File: src/inc/watchdog_cause_flag_pkg.sv
// constants and types shared by the watchdog and reset-flag block
package watchdog_cause_flag_pkg;

  // ==========================================================
  // register map
  localparam logic [3:0] ADDR_RESET_CAUSE = 4'h0;
  localparam logic [3:0] ADDR_WDOG_CTRL = 4'h1;

  // ==========================================================
  // field positions
  localparam int BIT_POWER_ON = 0;
  localparam int BIT_EXTERNAL = 1;
  localparam int BIT_BROWNOUT = 2;
  localparam int BIT_WATCHDOG = 3;
  localparam int BIT_TEST_PORT = 4;
  localparam int BIT_ENABLE = 3;
  localparam int BIT_TURN_OFF = 4;
  localparam int PERIOD_LSB = 0;
  localparam int PERIOD_W = 3;

  // ==========================================================
  // reset values
  localparam logic [7:0] RESET_CAUSE_RST = 8'h00;
  localparam logic [7:0] WDOG_CTRL_RST = 8'h00;

  // ==========================================================
  // timing
  localparam int SYS_CLK_HZ = 25_000_000;
  localparam int WDOG_OSC_HZ = 1_000_000;
  localparam int OSC_DIV = SYS_CLK_HZ / WDOG_OSC_HZ;
  localparam int TURN_OFF_CYCLES = 4;
  localparam int BASE_PERIOD_CYCLES = 16384;
  localparam int RESET_TIMEOUT_CYCLES = 65536;

  // ==========================================================
  // types
  typedef struct packed {
    logic testPort;
    logic watchdog;
    logic brownout;
    logic external;
    logic powerOn;
  } watchdog_cause_flag_src_t;

  typedef enum logic [1:0] {
    SEQ_RUN = 2'b00,
    SEQ_HOLD = 2'b01,
    SEQ_DELAY = 2'b10
  } watchdog_cause_flag_seq_t;

endpackage
File: src/hw/watchdog_cause_flag_top.sv
// watchdog timer with reset-cause flags and reset stretching
`timescale 1ns/1ps
module watchdog_cause_flag_top
  import watchdog_cause_flag_pkg::*;
#(
  parameter int BASE_CYCLES = BASE_PERIOD_CYCLES,
  parameter int TIMEOUT_CYCLES = RESET_TIMEOUT_CYCLES
)
(
  input wire logic core_clk,
  input wire logic nrst,
  input wire logic [3:0] regAddr,
  input wire logic [7:0] regWdata,
  input wire logic regWr,
  input wire logic regRd,
  output logic [7:0] regRdata,
  input wire logic restartReq,
  input wire watchdog_cause_flag_src_t resetSrc,
  output logic wdogPulse,
  output logic chipResetActive
);

  localparam int CNT_W = 32;

  // ==========================================================
  // elaboration checks
  generate
    if (BASE_CYCLES < 2 || TIMEOUT_CYCLES < 1)
    begin : g_bad_count
      $error("watchdog_cause_flag_top: period or time-out count out of range");
    end
    // the longest period is the base shifted by seven and has to fit the counter
    if (BASE_CYCLES > 32'h01ffffff)
    begin : g_bad_base
      $error("watchdog_cause_flag_top: base period too long for the counter");
    end
    // the tick divider counts in eight bits
    if (OSC_DIV < 2 || OSC_DIV > 256)
    begin : g_bad_div
      $error("watchdog_cause_flag_top: oscillator divider out of range");
    end
  endgenerate

  function automatic logic [CNT_W-1:0] periodLimit(input logic [PERIOD_W-1:0] code);
    periodLimit = CNT_W'(BASE_CYCLES) << code;
  endfunction

  // ==========================================================
  // oscillator tick divider
  // one clock only, so the 1 MHz watchdog oscillator is a tick enable
  logic [7:0] divCnt_q, divCnt_d;
  logic oscTick;

  always_comb
  begin
    oscTick = (divCnt_q == 8'(OSC_DIV - 1));
    divCnt_d = oscTick ? 8'h00 : divCnt_q + 8'h01;
  end

  always_ff @(posedge core_clk)
  begin
    if (!nrst)
      divCnt_q <= 8'h00;
    else
      divCnt_q <= divCnt_d;
  end

  // ==========================================================
  // watchdog control register
  // internal reset turns the watchdog off again, as any chip reset must
  logic enable_q, enable_d;
  logic turnOff_q, turnOff_d;
  logic [PERIOD_W-1:0] period_q, period_d;
  logic [2:0] toCnt_q, toCnt_d;
  logic ctrlWr, causeWr;

  always_comb
  begin
    ctrlWr = regWr && (regAddr == ADDR_WDOG_CTRL);
    causeWr = regWr && (regAddr == ADDR_RESET_CAUSE);
    enable_d = enable_q;
    turnOff_d = turnOff_q;
    period_d = period_q;
    toCnt_d = toCnt_q;
    if (turnOff_q)
    begin
      toCnt_d = toCnt_q - 3'h1;
      if (toCnt_q == 3'h1)
        turnOff_d = 1'b0;
    end
    if (ctrlWr)
    begin
      period_d = regWdata[PERIOD_LSB +: PERIOD_W];
      if (regWdata[BIT_ENABLE])
        enable_d = 1'b1;
      else if (turnOff_q)
        enable_d = 1'b0;
      if (regWdata[BIT_TURN_OFF])
      begin
        turnOff_d = 1'b1;
        toCnt_d = 3'(TURN_OFF_CYCLES);
      end
    end
  end

  always_ff @(posedge core_clk)
  begin
    if (!nrst || chipResetActive)
    begin
      enable_q <= WDOG_CTRL_RST[BIT_ENABLE];
      turnOff_q <= WDOG_CTRL_RST[BIT_TURN_OFF];
      period_q <= WDOG_CTRL_RST[PERIOD_LSB +: PERIOD_W];
      toCnt_q <= 3'h0;
    end
    else
    begin
      enable_q <= enable_d;
      turnOff_q <= turnOff_d;
      period_q <= period_d;
      toCnt_q <= toCnt_d;
    end
  end

  // ==========================================================
  // watchdog counter
  // settings cross only at a tick, so a restart acts up to one tick late and a disable up to two ticks late
  logic oscEnable_q, oscEnable_d;
  logic [PERIOD_W-1:0] oscPeriod_q, oscPeriod_d;
  logic restartPend_q, restartPend_d;
  logic [CNT_W-1:0] wdCnt_q, wdCnt_d;
  logic pulse_d;

  always_comb
  begin
    oscEnable_d = oscEnable_q;
    oscPeriod_d = oscPeriod_q;
    restartPend_d = restartPend_q | restartReq;
    wdCnt_d = wdCnt_q;
    pulse_d = 1'b0;
    if (oscTick)
    begin
      // settings and restart sampled on tick
      oscEnable_d = enable_q;
      oscPeriod_d = period_q;
      restartPend_d = restartReq;
      if (restartPend_q || !oscEnable_q)
        wdCnt_d = '0;
      else if (wdCnt_q >= periodLimit(oscPeriod_q) - CNT_W'(1))
      begin
        wdCnt_d = '0;
        pulse_d = 1'b1;
      end
      else
        wdCnt_d = wdCnt_q + CNT_W'(1);
    end
  end

  always_ff @(posedge core_clk)
  begin
    if (!nrst || chipResetActive)
    begin
      oscEnable_q <= 1'b0;
      oscPeriod_q <= '0;
      restartPend_q <= 1'b0;
      wdCnt_q <= '0;
      wdogPulse <= 1'b0;
    end
    else
    begin
      oscEnable_q <= oscEnable_d;
      oscPeriod_q <= oscPeriod_d;
      restartPend_q <= restartPend_d;
      wdCnt_q <= wdCnt_d;
      wdogPulse <= pulse_d;
    end
  end

  // ==========================================================
  // reset sequencer
  // every nrst release also passes through the time-out before the block runs
  watchdog_cause_flag_seq_t seq_q, seq_d;
  logic [CNT_W-1:0] dly_q, dly_d;
  logic anySrc;

  always_comb
  begin
    anySrc = (|resetSrc) | wdogPulse;
    seq_d = seq_q;
    dly_d = dly_q;
    unique case (seq_q)
      SEQ_RUN:
        if (anySrc)
          seq_d = SEQ_HOLD;
      SEQ_HOLD:
        if (!anySrc)
        begin
          seq_d = SEQ_DELAY;
          dly_d = '0;
        end
      SEQ_DELAY:
        if (anySrc)
          seq_d = SEQ_HOLD;
        else if (dly_q == CNT_W'(TIMEOUT_CYCLES - 1))
          seq_d = SEQ_RUN;
        else
          dly_d = dly_q + CNT_W'(1);
      default:
        seq_d = SEQ_HOLD;
    endcase
  end

  always_ff @(posedge core_clk)
  begin
    if (!nrst)
    begin
      seq_q <= SEQ_HOLD;
      dly_q <= '0;
    end
    else
    begin
      seq_q <= seq_d;
      dly_q <= dly_d;
    end
  end

  assign chipResetActive = (seq_q != SEQ_RUN);

  // ==========================================================
  // reset cause flags
  // nrst or a write of zero clears every flag; a power-on source clears the others but keeps bit 0 set
  logic [4:0] flags_q, flags_d;
  logic [4:0] setMask;

  always_comb
  begin
    setMask = '0;
    setMask[BIT_POWER_ON] = resetSrc.powerOn;
    setMask[BIT_EXTERNAL] = resetSrc.external;
    setMask[BIT_BROWNOUT] = resetSrc.brownout;
    setMask[BIT_WATCHDOG] = resetSrc.watchdog | wdogPulse;
    setMask[BIT_TEST_PORT] = resetSrc.testPort;
    flags_d = flags_q;
    if (causeWr)
      flags_d = flags_q & regWdata[4:0];
    if (resetSrc.powerOn)
      flags_d = '0;
    // cause flags set
    // a set in the same cycle as a clearing write wins
    flags_d = flags_d | setMask;
  end

  always_ff @(posedge core_clk)
  begin
    if (!nrst)
      flags_q <= RESET_CAUSE_RST[4:0];
    else
      flags_q <= flags_d;
  end

  // ==========================================================
  // read port
  // idle cycles and unmapped addresses read zero, so data stands one cycle only
  logic [7:0] rdata_d;

  always_comb
  begin
    rdata_d = 8'h00;
    if (regRd)
    begin
      if (regAddr == ADDR_RESET_CAUSE)
        rdata_d = {3'h0, flags_q};
      else if (regAddr == ADDR_WDOG_CTRL)
        rdata_d = {3'h0, turnOff_q, enable_q, period_q};
    end
  end

  always_ff @(posedge core_clk)
  begin
    if (!nrst)
      regRdata <= 8'h00;
    else
      regRdata <= rdata_d;
  end

endmodule // watchdog_cause_flag_top

File: config.mk
export PLATFORM = sky130hd
export DESIGN_NAME = watchdog_cause_flag_top
export DESIGN_NICKNAME = d
export VERILOG_FILES = /design/src/inc/watchdog_cause_flag_pkg.sv /design/src/hw/watchdog_cause_flag_top.sv
export SDC_FILE = /design/constraint.sdc
export NUM_CORES = 1
export LEC_CHECK = 0
export ABC_AREA = 1
export ABC_CLOCK_PERIOD_IN_PS = 3800
export BUFFER_PORTS_ARGS = -buffer_cell sky130_fd_sc_hd__buf_2
export CAP_MARGIN = 15
export CORE_UTILIZATION = 33
export CTS_BUF_LIST = sky130_fd_sc_hd__clkbuf_2
export DETAILED_ROUTE_END_ITERATION = 7
export GPL_ROUTABILITY_DRIVEN = 0
export PLACE_DENSITY = 0.58
export SYNTH_ARGS = -nofsm -noshare
export SYNTH_HDL_FRONTEND = slang
export SYNTH_SLANG_ARGS = --single-unit
File: constraint.sdc
create_clock -name core_clk -period 3.8 [get_ports core_clk]
set_input_delay 0.38 -clock core_clk [delete_from_list [all_inputs] [get_ports core_clk]]
set_output_delay 0.38 -clock core_clk [all_outputs]
set_load 0.05 [all_outputs]
# [After elaboration in Yosys (flattened, before gate mapping)]
# Cells that the tools add are included.
[classes] addsub=5 order_cmp=1 n_shift=1 n_bitwise=8 n_eq_ne=11 mux=26 n_reduce_logical=19
[op_table] op="$mux 32" count=5
[op_table] op="$add 32x1->32 const B" count=2
[op_table] op="$pmux 32 s2" count=1
[op_table] op="$eq 32x16->1 const B" count=1
[op_table] op="$ge 32x32->1" count=1
[op_table] op="$shl 15x3->32 const A" count=1
[op_table] op="$sub 32x1->32 const B" count=1
[op_table] op="$mux 5" count=4
[op_table] op="$mux 3" count=3
[op_table] op="$add 8x1->8 const B" count=1
[op_table] op="$eq 8x5->1 const B" count=1
[op_table] op="$mux 1" count=8
[op_table] op="$mux 2" count=4
[op_table] op="$ne 2x2->1 const B" count=4
[op_table] op="$pmux 2 s3" count=1
[op_table] op="$reduce_bool 2->1" count=3
[op_table] op="$reduce_or 3->1" count=2
[op_table] op="$and 5x5->5" count=1
[op_table] op="$or 5x5->5" count=1
[op_table] op="$reduce_or 5->1" count=1
[op_table] op="$eq 4x1->1 const B" count=1
[op_table] op="$logic_not 4->1" count=1
[op_table] op="$reduce_and 2->1" count=2
[op_table] op="$reduce_and 4->1" count=1
[op_table] op="13 further kinds" count=20
[word_totals] reg_bits=101 input_bits=22 elab_cells=86 output_inout_bits=10

# [Logic depth before layout (Yosys ltp)]
# Gate-level depths: netlist (run 1).
[depth] word_depth=5 depth_mapped=19 mapped_depth_nobuf=18

# [Least setup slack after synthesis (run 1)]
# No wires, ideal clock.
[synth_path] path_kind="reg-to-reg" startpoint="reg oscPeriod_q[0]" endpoint="reg wdCnt_q[11]" path_buffers=1 required_time_ps=3736 t_arrival_ps=2187 slack_ps=1549 setup_ps=64 synth_period_minus_slack_ps=2251 stages_incl_launch_ff=18 cell_sequence="dfxtp_1 -> nor2_1 -> inv_1 -> nor2_1 -> inv_1 -> ha_1 -> inv_1 -> nor3_1 -> xor2_1 -> ha_1 -> nand4_1 -> a21oi_1 -> nor2_1 -> nand2_1 -> o21ai_2 -> inv_2 -> buf_6 -> nor2_1"
[synth_between] elab_chain_cells=5
[synth_lines] item="start: declaration" line_no="watchdog_cause_flag_top.sv:128" source="logic [PERIOD_W-1:0] oscPeriod_q, oscPeriod_d;"
[synth_lines] item="start signal: assignment" line_no="watchdog_cause_flag_top.sv:171" source="oscPeriod_q <= oscPeriod_d;"
[synth_lines] item="$shl 15x3->32" line_no="watchdog_cause_flag_top.sv:45" source="periodLimit = CNT_W'(BASE_CYCLES) << code;"
[synth_lines] item="$sub 32x1->32" line_no="watchdog_cause_flag_top.sv:148" source="else if (wdCnt_q >= periodLimit(oscPeriod_q) - CNT_W'(1))"
[synth_lines] item="$ge 32x32->1" line_no="watchdog_cause_flag_top.sv:148"
[synth_lines] item="$mux 32" line_no="watchdog_cause_flag_top.sv:148"
[synth_lines] item="$mux 32" line_no="watchdog_cause_flag_top.sv:146" source="if (restartPend_q || !oscEnable_q)"
[synth_lines] item="end signal: assignment" line_no="watchdog_cause_flag_top.sv:173" source="wdCnt_q <= wdCnt_d;"
[synth_lines] item="end: declaration" line_no="watchdog_cause_flag_top.sv:130" source="logic [CNT_W-1:0] wdCnt_q, wdCnt_d;"
# Every way passes these cells.
# A chain may end at the register's enable or synchronous reset.

# [Worst setup path after layout (run 1)]
[layout_path] startpoint="reg oscPeriod_q[0]" endpoint="reg wdCnt_q[5]"
# Same word-level chain as after synthesis.

==> results of run 1 <==
==> tightest hold or removal path, cell delays in order <==
cell and delay [ns]:
buf_2 0.08, nor3_1 0.10, nand2_1 0.08, a21oi_1 0.06
==> placed cells by master, fill, tap and decap left out, types with 13 or more instances in the layout <==
cell type,instances
nand3_1,76
o21ai_0,18
nor3_1,19
buf_2,25
ha_1,15
nor2_1,189
xor2_1,13
dfxtp_1,98
nand2_1,218
inv_1,95
a21oi_1,46
==> logic make-up after synthesis <==
group	count (synthesis)	share of synthesized area, %
xor+xnor	15	2.32
buf+inv	127	9.65
compound gates	93	9.78
flops	98	34.7
other cells	2	0.133
simple gates	534	40.1
fa+ha+maj	15	3.32
==> flip-flops by register name, summed over array words and instances, names as in the netlist, 3 cells and up <==
register / count
dly_q: 32
wdCnt_q: 32
divCnt_q: 8
flags_q: 5
regRdata: 5
oscPeriod_q: 3
period_q: 3
toCnt_q: 3
==> final cells by class <==
| type | count | area (um2) |
|---|---|---|
| antenna | 1 | 2.50 |
| multi-input combinational | 661 | 3150 |
| tap | 220 | 275 |
| timing repair buffer | 40 | 265 |
| inverter | 101 | 379 |
| clock inverter | 6 | 48.8 |
| sequential | 98 | 1960 |
| fill | 1851 | 10500 |
| clock buffer | 10 | 50.0 |
==> final timing paths <==
path         slack, ns                  endpoint
min reg2reg       0.46  wdCnt_q[29]$_SDFFE_PP0P_
max               1.15   wdCnt_q[5]$_SDFFE_PP0P_
max reg2reg       1.15   wdCnt_q[5]$_SDFFE_PP0P_
min               0.11    regRdata[2]$_SDFF_PN0_
==> power by group through the flow <==
stage,clock network [W],logic (W),registers [W]
6_report,0.000479,0.0000693,0.00104
5_1_grt,0.000535,0.0000770,0.00105
2_1_floorplan,0,0.0000413,0.00106
3_3_place_gp,0,0.0000606,0.00106
3_5_place_dp,0,0.0000609,0.00106
4_1_cts,0.000503,0.0000691,0.00104
==> synth_stat cells, types with 2 or more instances <==
library cell | n | area share, %
nor3_2 | 2 | 0.35
inv_2 | 6 | 0.40
buf_4 | 4 | 0.53
buf_6 | 5 | 1.0
inv_1 | 95 | 6.3
buf_2 | 4 | 0.35
nor3_1 | 19 | 1.7
conb_1 | 2 | 0.13
nand2_4 | 2 | 0.40
nor3b_1 | 4 | 0.53
dfxtp_1 | 98 | 35
xor2_1 | 13 | 2.0
a21oi_1 | 46 | 4.1
ha_1 | 15 | 3.3
o21ai_0 | 18 | 1.6
nand2_2 | 2 | 0.22
nor2_4 | 4 | 0.80
nor2_2 | 2 | 0.22
o211ai_1 | 7 | 0.93
nand2_1 | 218 | 14
o311ai_0 | 2 | 0.31
nor2_1 | 189 | 13
nand4_1 | 11 | 1.2
clkbuf_1 | 12 | 0.80
o21bai_1 | 4 | 0.53
xnor2_1 | 2 | 0.31
nand3_1 | 76 | 6.7
a21oi_2 | 9 | 1.4
==> metal layers <==
layer	GRT usage, %	share of wire [%]	vias up
li1	-	-	2852
met1	21.6	52	2315
met2	25.0	44	61
met3	1.92	2.3	12
met4	5.87	1.5	0
met5	0	0	-
==> through the flow <==
stage | util [%] | setup WS, ns | hold WS, ns
CTS | 36.8 | 1.11 | 0.00564
global route | 36.9 | 0.772 | 0.0398
global placement | 35.6 | 1.21 | 0.427
detailed placement | 35.6 | 1.17 | 0.431
finish | 36.9 | 1.15 | 0.106
floorplan | - | 1.55 | 0.419
==> flow_metrics.py, run 1 <==
metrics = {
    "power_and_ir_drop": {
        "ir_drop_v": 0.000105,
        "p_leak_nw": 2.26,
        "p_seq_share_pct": 65.6,
        "combPwrFrac_pct": 4.4,
        "swShare_pct": 27.2,
        "p_int_w": 0.00116,
        "cellPowerDensity_mw_per_mm2": 260,
        "p_switching_w": 0.000434,
        "finalPower_w": 0.00159,
        "p_clk_share_pct": 30.1,
    },
    "placement": {
        "io_buffers": 25,
        "dp_cells": 1109,
        "dp_hpwl_um": 9620,
        "placed_area_mm2": 0.00592,
    },
    "final_layout": {
        "layout.cells.non_filler": 1137,
        "stdcell_area_mm2": 0.00614,
        "drive_gt1_share_pct": 8.41,
        "area_delta_synth_final_pct": 8.54,
        "final_nets": 948,
    },
    "routing": {
        "drtIter0Drc": 256,
        "ant_nets": 0,
        "wl_um": 13300,
        "firstDrtPassIters": 5,
        "avgViaCountPerCell": 4.61,
        "vias": 5240,
        "drcViolationCount": 0,
        "routedWlPerCell_um": 11.7,
    },
    "timing": {
        "slew_headroom_pct": 50.4,
        "final_hold_viol_count": 0,
        "worst-slew-pin-transition_ns": 0.743,
        "setup_viol": 0,
        "rsz0062_at_grt": "no",
        "slew_violations": 0,
        "setup_tns_ns": 0,
        "min_period_ns": 2.65,
        "finalClockSkew_ns": 0.0541,
        "fin_crit_sh_pct": 69.6,
        "max_freq_ghz": 0.378,
    },
    "hold_path": {
        "hp-start": "regAddr[0]",
        "hold_depth": 4,
        "min_path_type": "input port to register",
    },
    "grt": {
        "antenna_found_initial": 1,
        "gr-total-overflow": 0,
        "grt_max_degree": 34,
        "grtUsageTotal_pct": 15.7,
        "grt_pass1_vias": 4833,
        "grt_pass1_wl_um": 22600,
    },
    "setup_path": {
        "r2r_cells": 18,
        "cp.required_ns": 4.28,
        "crit_cells": 18,
        "critPathCaptureType": "register",
        "crit_fanout": 19,
        "crit_path_start_kind": "register",
        "path_cells": "nor2_1, inv_1, nor2_1, inv_1, ha_1, inv_1, xor2_1, inv_1, ha_1, nand2_1, nor2_1, nand4_1, nor2_1, nand2_1, nand2_1, o21ai_2, inv_2, nor2_1",
        "cpMaxStageDelayCell": "dfxtp_1",
        "timing.critical_path.mode_cell": "nor2_1",
        "path_buf_inv": 5,
        "crit_type": "register to register",
        "crit_path_start": "oscPeriod_q[0]$_SDFFE_PP0P_",
        "max_stage_delay_ns": 0.40,
        "rr_startpoint": "oscPeriod_q[0]$_SDFFE_PP0P_",
        "critPathArrivalTime_ns": 3.13,
        "critPathTopFamily": "simple AND/OR/NAND/NOR gates",
    },
    "die": {
        "rows": 47,
        "dieArea_mm2": 0.0177,
        "core_mm2": 0.0166,
        "die_h_um": 133,
        "io_pins": 32,
        "die_w_um": 133,
        "start_util_pct": 34.0,
    },
    "run_status": {
        "status": "completed",
    },
    "clocking": {
        "clock_latency_ns": 0.62,
        "cts_buffers": 9,
        "cts_hold_buf": 10,
        "cts_setup_buffers": 0,
        "cts_tree": "done",
        "cts_resized": 0,
        "cts-htree-levels": 3,
        "clock_path_buffers": 2,
        "clock-sinks": 98,
        "cts_root_buf": "clkbuf_2",
        "clk_pin_slew_ns": 0.28,
    },
    "synth": {
        "async_reset_ff_share_pct": 0,
        "ys_seq_area_share_pct": 34.7,
        "syn_area_per_cell_um2": 6.39,
        "synth_flop_cell": "dfxtp_1",
        "synth-edff-count": 0,
        "ys_seq_elements": 98,
        "ys_warn_count": 0,
        "synth_cell_type_count": 41,
        "netlist_area_mm2": 0.00565,
        "syn_inst": 884,
    },
    "flow_run": {
        "drv_cap": 0,
    },
}
No activity file was read; power rests on OpenSTA's default activity.
==> run 2, diff against run 1 <==
--- a/config.mk
+++ b/config.mk
@@ -6,7 +6,7 @@
 export NUM_CORES = 1
 export LEC_CHECK = 0
 export ABC_AREA = 1
-export ABC_CLOCK_PERIOD_IN_PS = 3800
+export ABC_CLOCK_PERIOD_IN_PS = 2660
 export BUFFER_PORTS_ARGS = -buffer_cell sky130_fd_sc_hd__buf_2
 export CAP_MARGIN = 15
 export CORE_UTILIZATION = 33
==> constraint.sdc (replaced) <==
create_clock -name core_clk -period 2.66 [get_ports core_clk]
set_input_delay 0.266 -clock core_clk [delete_from_list [all_inputs] [get_ports core_clk]]
set_output_delay 0.266 -clock core_clk [all_outputs]
set_load 0.05 [all_outputs]
==> run 2 against run 1 <==
Global-route usage grew 1.0 points. Sequential share of layout area shrank 1.6 points. First-iteration DRC count grew 36%. Hold slack lost 0.040 ns. Die area is the same. Sequential power grew 43%. Count of clock-buffer cells in the layout shrank 1. Utilization grew 2.2 points. Combinational power grew 62%. Critical path depth shrank 1. Routed wire length grew 5.7%. Non-clock buffer count grew 24. Critical path type unchanged. Largest cell class unchanged.
==> flow_metrics.py, run 2 (synthesized netlist as in run 1, its figures left out) <==
metrics = {
    "run_status": {
        "status": "completed",
    },
    "clocking": {
        "cts_buffers": 9,
        "cts_root_buf": "clkbuf_2",
        "cts_tree": "done",
        "clock_latency_ns": 0.64,
        "cts-htree-levels": 3,
        "clock-sinks": 98,
        "clock_path_buffers": 2,
        "clk_pin_slew_ns": 0.31,
    },
    "die": {
        "die_w_um": 133,
        "rows": 47,
        "core_mm2": 0.0166,
        "die_h_um": 133,
        "start_util_pct": 34.0,
        "dieArea_mm2": 0.0177,
        "io_pins": 32,
    },
    "power_and_ir_drop": {
        "p_switching_w": 0.000662,
        "finalPower_w": 0.00244,
        "p_seq_share_pct": 61.1,
        "swShare_pct": 27.2,
        "ir_drop_v": 0.000175,
        "cellPowerDensity_mw_per_mm2": 375,
        "p_int_w": 0.00178,
        "p_leak_nw": 2.45,
        "p_clk_share_pct": 34.3,
        "combPwrFrac_pct": 4.6,
    },
    "timing": {
        "min_period_ns": 2.54,
        "setup_viol": 0,
        "final_hold_viol_count": 0,
        "slew_violations": 0,
        "finalClockSkew_ns": 0.0486,
        "slew_headroom_pct": 49.6,
        "setup_tns_ns": 0,
        "fin_crit_sh_pct": 95.3,
        "fin_ws_ns": 0.124,
        "worst-slew-pin-transition_ns": 0.755,
        "max_freq_ghz": 0.394,
    },
    "setup_path": {
        "cp.required_ns": 3.22,
        "critPathCaptureType": "register",
        "crit_fanout": 5,
        "critPathArrivalTime_ns": 3.10,
        "crit_path_start_kind": "register",
        "crit_type": "register to register",
    },
    "routing": {
        "avgViaCountPerCell": 4.70,
        "firstDrtPassIters": 5,
        "routedWlPerCell_um": 12.1,
        "ant_nets": 0,
        "wl_um": 14100,
        "drcViolationCount": 0,
        "drtIter0Drc": 349,
        "vias": 5476,
    },
    "final_layout": {
        "drive_gt1_share_pct": 11.1,
        "final_util_pct": 39.0,
        "area_delta_synth_final_pct": 14.9,
        "stdcell_area_mm2": 0.00650,
        "final-seq-area_mm2": 0.00197,
        "final_common_cell": "nand2_1",
        "multi_input_area_mm2": 0.00320,
        "reg_top3": "dly_q x32, wdCnt_q x32, divCnt_q x8",
        "fillers": 1821,
        "final_nets": 975,
        "final_cell_mix": "nand2_1, nor2_1, dfxtp_1, inv_1, nand3_1",
    },
    "grt": {
        "grtUsageTotal_pct": 16.7,
        "antenna_found_initial": 1,
        "grt_pass1_vias": 5178,
        "grt_max_degree": 33,
        "gr-total-overflow": 0,
        "grt_pass1_wl_um": 24000,
    },
    "placement": {
        "dp_hpwl_um": 10000,
        "place_ws_ns": 0.0865,
        "io_buffers": 25,
        "placed_area_mm2": 0.00596,
    },
    "flow_run": {
        "drv_cap": 0,
    },
    "hold_path": {
        "min_path_type": "input port to register",
    },
}
run 2: worst max-delay path, stage by stage (launching register included):
cell and delay [ns]:
dfxtp_4 0.43, nor2_4 0.12, inv_2 0.05, nor2_2 0.11, inv_1 0.05, ha_1 0.18
inv_2 0.09, nor3_2 0.05, xor2_1 0.16, ha_2 0.30, nand4_1 0.09, a21oi_1 0.06
nor2_2 0.12, nand2_2 0.09, o21ai_4 0.26, buf_6 0.19, clkinv_8 0.06, nor2_1 0.07
run 2: through the flow:
stage | cells | hold slack (ns)
4_1_cts | 1155 | 0.00434
3_5_place_dp | 1114 | 0.428
6_report | 1164 | 0.0665
3_3_place_gp | 1114 | 0.426
2_1_floorplan | 886 | 0.350
5_1_grt | 1164 | 0.0641
run 2: layout make-up:
cell class	instances	share of cell area [%]
Sequential cell	98	30.4
Clock inverter	7	1.42
Timing Repair Buffer	64	7.51
Inverter	101	5.91
Timing Repair inverter	3	0.520
Multi-Input combinational cell	661	49.3
Antenna cell	1	0.0385
Clock buffer	9	0.693
Tap cell	220	4.24
run 2: path summary, 6_finish.rpt:
kind / startpoint / to / slack, ns / cells past startpoint
worst min-delay path: regAddr[3] / regRdata[2]$_SDFF_PN0_ / 0.07 / 6
worst max register to register: oscPeriod_q[1]$_SDFFE_PP0P_ / wdCnt_q[2]$_SDFFE_PP0P_ / 0.12 / 17
worst max-delay path: oscPeriod_q[1]$_SDFFE_PP0P_ / wdCnt_q[2]$_SDFFE_PP0P_ / 0.12 / 17
worst min register to register: wdCnt_q[25]$_SDFFE_PP0P_ / wdCnt_q[25]$_SDFFE_PP0P_ / 0.46 / 2
run 2: timing repair:
item,in CTS,in global routing
resized for setup,0,33
hold endpoints to repair,22,0
hold buffers,25,0
buffers inserted,0,5
endpoints found under the setup margin,0,22
run 2: metal layers:
metal	GRT usage [%]	vias up	share of wire, %
met4	6.70	0	1.5
met5	0	-	0
met2	28.3	83	47
met1	21.5	2473	49
li1	-	2908	-
met3	2.03	12	2.6
run 2: power by group through the flow:
stage                logic, W  clock network (W)  registers (W)
global route         0.000126           0.000929        0.00149
global placement    0.0000892                  0        0.00152
CTS                  0.000113           0.000876        0.00149
floorplan           0.0000590                  0        0.00152
finish               0.000112           0.000836        0.00149
detailed placement  0.0000896                  0        0.00152
==> run 3, diff against run 2 <==
--- a/config.mk
+++ b/config.mk
@@ -6,7 +6,7 @@
 export NUM_CORES = 1
 export LEC_CHECK = 0
 export ABC_AREA = 1
-export ABC_CLOCK_PERIOD_IN_PS = 2660
+export ABC_CLOCK_PERIOD_IN_PS = 2400
 export BUFFER_PORTS_ARGS = -buffer_cell sky130_fd_sc_hd__buf_2
 export CAP_MARGIN = 15
 export CORE_UTILIZATION = 33
==> constraint.sdc (replaced) <==
create_clock -name core_clk -period 2.4 [get_ports core_clk]
set_input_delay 0.24 -clock core_clk [delete_from_list [all_inputs] [get_ports core_clk]]
set_output_delay 0.24 -clock core_clk [all_outputs]
set_load 0.05 [all_outputs]
==> run 3 against run 2 <==
The flow now finishes with violations (setup timing). Sequential power rose by 11%. Global-route usage fell by 0.34 points. Cell area rose by 0.65%. Sequential share of layout area fell by 0.31 points. Largest cell class unchanged. Largest power group unchanged.
==> flow_metrics.py, run 3 (synthesized netlist as in run 1, its figures left out) <==
metrics = {
    "run_status": {
        "status": "finished, violations left",
        "violations": "setup timing",
    },
    "timing": {
        "setup_viol": 16,
        "setup_tns_ns": -0.359,
        "fin_crit_sh_pct": 102,
        "holdWs_ns": 0.0816,
        "final_hold_viol_count": 0,
        "fin_ws_ns": -0.0455,
        "slew_violations": 0,
        "min_period_ns": 2.45,
        "worst-slew-pin-transition_ns": 0.756,
        "rsz0062_at_grt": "yes",
        "max_freq_ghz": 0.409,
        "slew_headroom_pct": 49.5,
        "finalClockSkew_ns": 0.0630,
    },
    "grt": {
        "grt_pass1_wl_um": 23600,
        "grtUsageTotal_pct": 16.4,
        "grt_pass1_vias": 4964,
        "gr-total-overflow": 0,
        "antenna_found_initial": 1,
        "grt_max_degree": 33,
    },
    "power_and_ir_drop": {
        "p_clk_share_pct": 30.3,
        "p_seq_share_pct": 64.8,
        "p_switching_w": 0.000693,
        "combPwrFrac_pct": 4.9,
        "ir_drop_v": 0.000200,
        "cellPowerDensity_mw_per_mm2": 390,
        "swShare_pct": 27.2,
        "p_leak_nw": 2.44,
        "p_int_w": 0.00186,
    },
    "die": {
        "start_util_pct": 34.0,
        "core_mm2": 0.0166,
        "dieArea_mm2": 0.0177,
        "die_w_um": 133,
        "die_h_um": 133,
        "rows": 47,
        "io_pins": 32,
    },
    "setup_path": {
        "critPathArrivalTime_ns": 3.00,
        "cp.required_ns": 2.95,
        "cpMaxStageDelayCell": "dfxtp_2",
        "path_cells": "nor2_4, inv_2, nor2_4, inv_2, ha_4, inv_4, nor3_4, xor2_1, ha_2, nand2_1, and3b_1, nand2_1, nor2_2, nand2_2, o21ai_4, clkinvlp_4, nor2_1",
        "crit_fanout": 5,
        "critPathTopFamily": "simple AND/OR/NAND/NOR gates",
        "critPathCaptureType": "register",
        "path_buf_inv": 4,
        "crit_type": "register to register",
        "max_stage_delay_ns": 0.40,
        "crit_path_start_kind": "register",
    },
    "placement": {
        "place_ws_ns": -0.128,
        "placed_area_mm2": 0.00601,
        "dp_hpwl_um": 9910,
        "io_buffers": 25,
    },
    "routing": {
        "ant_nets": 0,
        "drcViolationCount": 0,
        "vias": 5480,
        "avgViaCountPerCell": 4.69,
        "drtIter0Drc": 368,
        "routedWlPerCell_um": 12.0,
        "wl_um": 14000,
        "firstDrtPassIters": 5,
    },
    "flow_run": {
        "drv_cap": 0,
    },
    "final_layout": {
        "final_nets": 980,
        "final_common_cell": "nand2_1",
        "stdcell_area_mm2": 0.00654,
        "final_util_pct": 39.3,
        "fillers": 1776,
        "area_delta_synth_final_pct": 15.7,
        "drive_gt1_share_pct": 13.0,
        "final_cell_mix": "nand2_1, nor2_1, dfxtp_1, inv_1, nand3_1",
        "reg_top3": "dly_q x32, wdCnt_q x32, divCnt_q x8",
    },
    "clocking": {
        "clk_pin_slew_ns": 0.31,
        "clock_latency_ns": 0.60,
        "clock_path_buffers": 2,
        "clock-sinks": 98,
        "cts_root_buf": "clkbuf_2",
        "cts_tree": "done",
        "cts-htree-levels": 3,
        "cts_buffers": 9,
    },
    "hold_path": {
        "min_path_type": "input port to register",
    },
}
[run 3: worst register-to-register path, stage by stage, from the launching register on]
cell,delay [ns]
dfxtp_2,0.40
nor2_4,0.11
inv_2,0.06
nor2_4,0.11
inv_2,0.05
ha_4,0.16
inv_4,0.07
nor3_4,0.04
xor2_1,0.17
ha_2,0.17
nand2_1,0.06
and3b_1,0.15
nand2_1,0.06
nor2_2,0.14
nand2_2,0.09
o21ai_4,0.26
clkinvlp_4,0.22
nor2_1,0.12
[run 3: routing by layer]
| layer | wire length, um | part of all wire (%) | GRT usage (%) |
|---|---|---|---|
| met5 | 0 | 0 | 0 |
| met4 | 195 | 1.4 | 4.98 |
| met3 | 462 | 3.3 | 2.57 |
| met2 | 6400 | 46 | 26.8 |
| met1 | 6920 | 49 | 22.0 |
[run 3: worst paths after layout]
kind,start,to,slack (ns),cells after the start
min,regWr,enable_q$_SDFFE_PP0P_,0.08,5
min reg2reg,wdCnt_q[28]$_SDFFE_PP0P_,wdCnt_q[28]$_SDFFE_PP0P_,0.46,2
max,oscPeriod_q[1]$_SDFFE_PP0P_,wdCnt_q[10]$_SDFFE_PP0P_,-0.05,17
max reg2reg,oscPeriod_q[1]$_SDFFE_PP0P_,wdCnt_q[10]$_SDFFE_PP0P_,-0.05,17
[run 3: cell type report]
cell class	instances	area (um2)	share of cell area (%)
repair inverters	2	15.0	0.230
clock buffers	9	45.0	0.689
diodes	1	2.50	0.0383
repair buffers	70	533	8.15
inverters	101	392	5.99
flip-flops and latches	98	1970	30.1
clock inverters	7	58.8	0.899
well taps	220	275	4.21
multi-input cells	661	3250	49.7
[run 3: power by group through the flow]
stage / clock network (W) / logic [W] / registers (W)
CTS: 0.000824 / 0.000126 / 0.00165
finish: 0.000772 / 0.000125 / 0.00165
detailed placement: 0 / 0.000101 / 0.00168
global route: 0.000888 / 0.000140 / 0.00166
floorplan: 0 / 0.0000654 / 0.00168
global placement: 0 / 0.000100 / 0.00168
[run 3: through the flow]
stage	power, W	std cells
finish	0.00255	1169
global route	0.00269	1169
CTS	0.00260	1169
detailed placement	0.00178	1120
global placement	0.00178	1120
floorplan	0.00175	886
[run 3: what timing repair did]
item,in CTS,in global routing
hold endpoints to repair,22,0
resized for setup,19,26
hold buffers,25,0
setup buffers,6,2
setup endpoints to repair,19,23
pin swaps,3,13
cloned,2,0
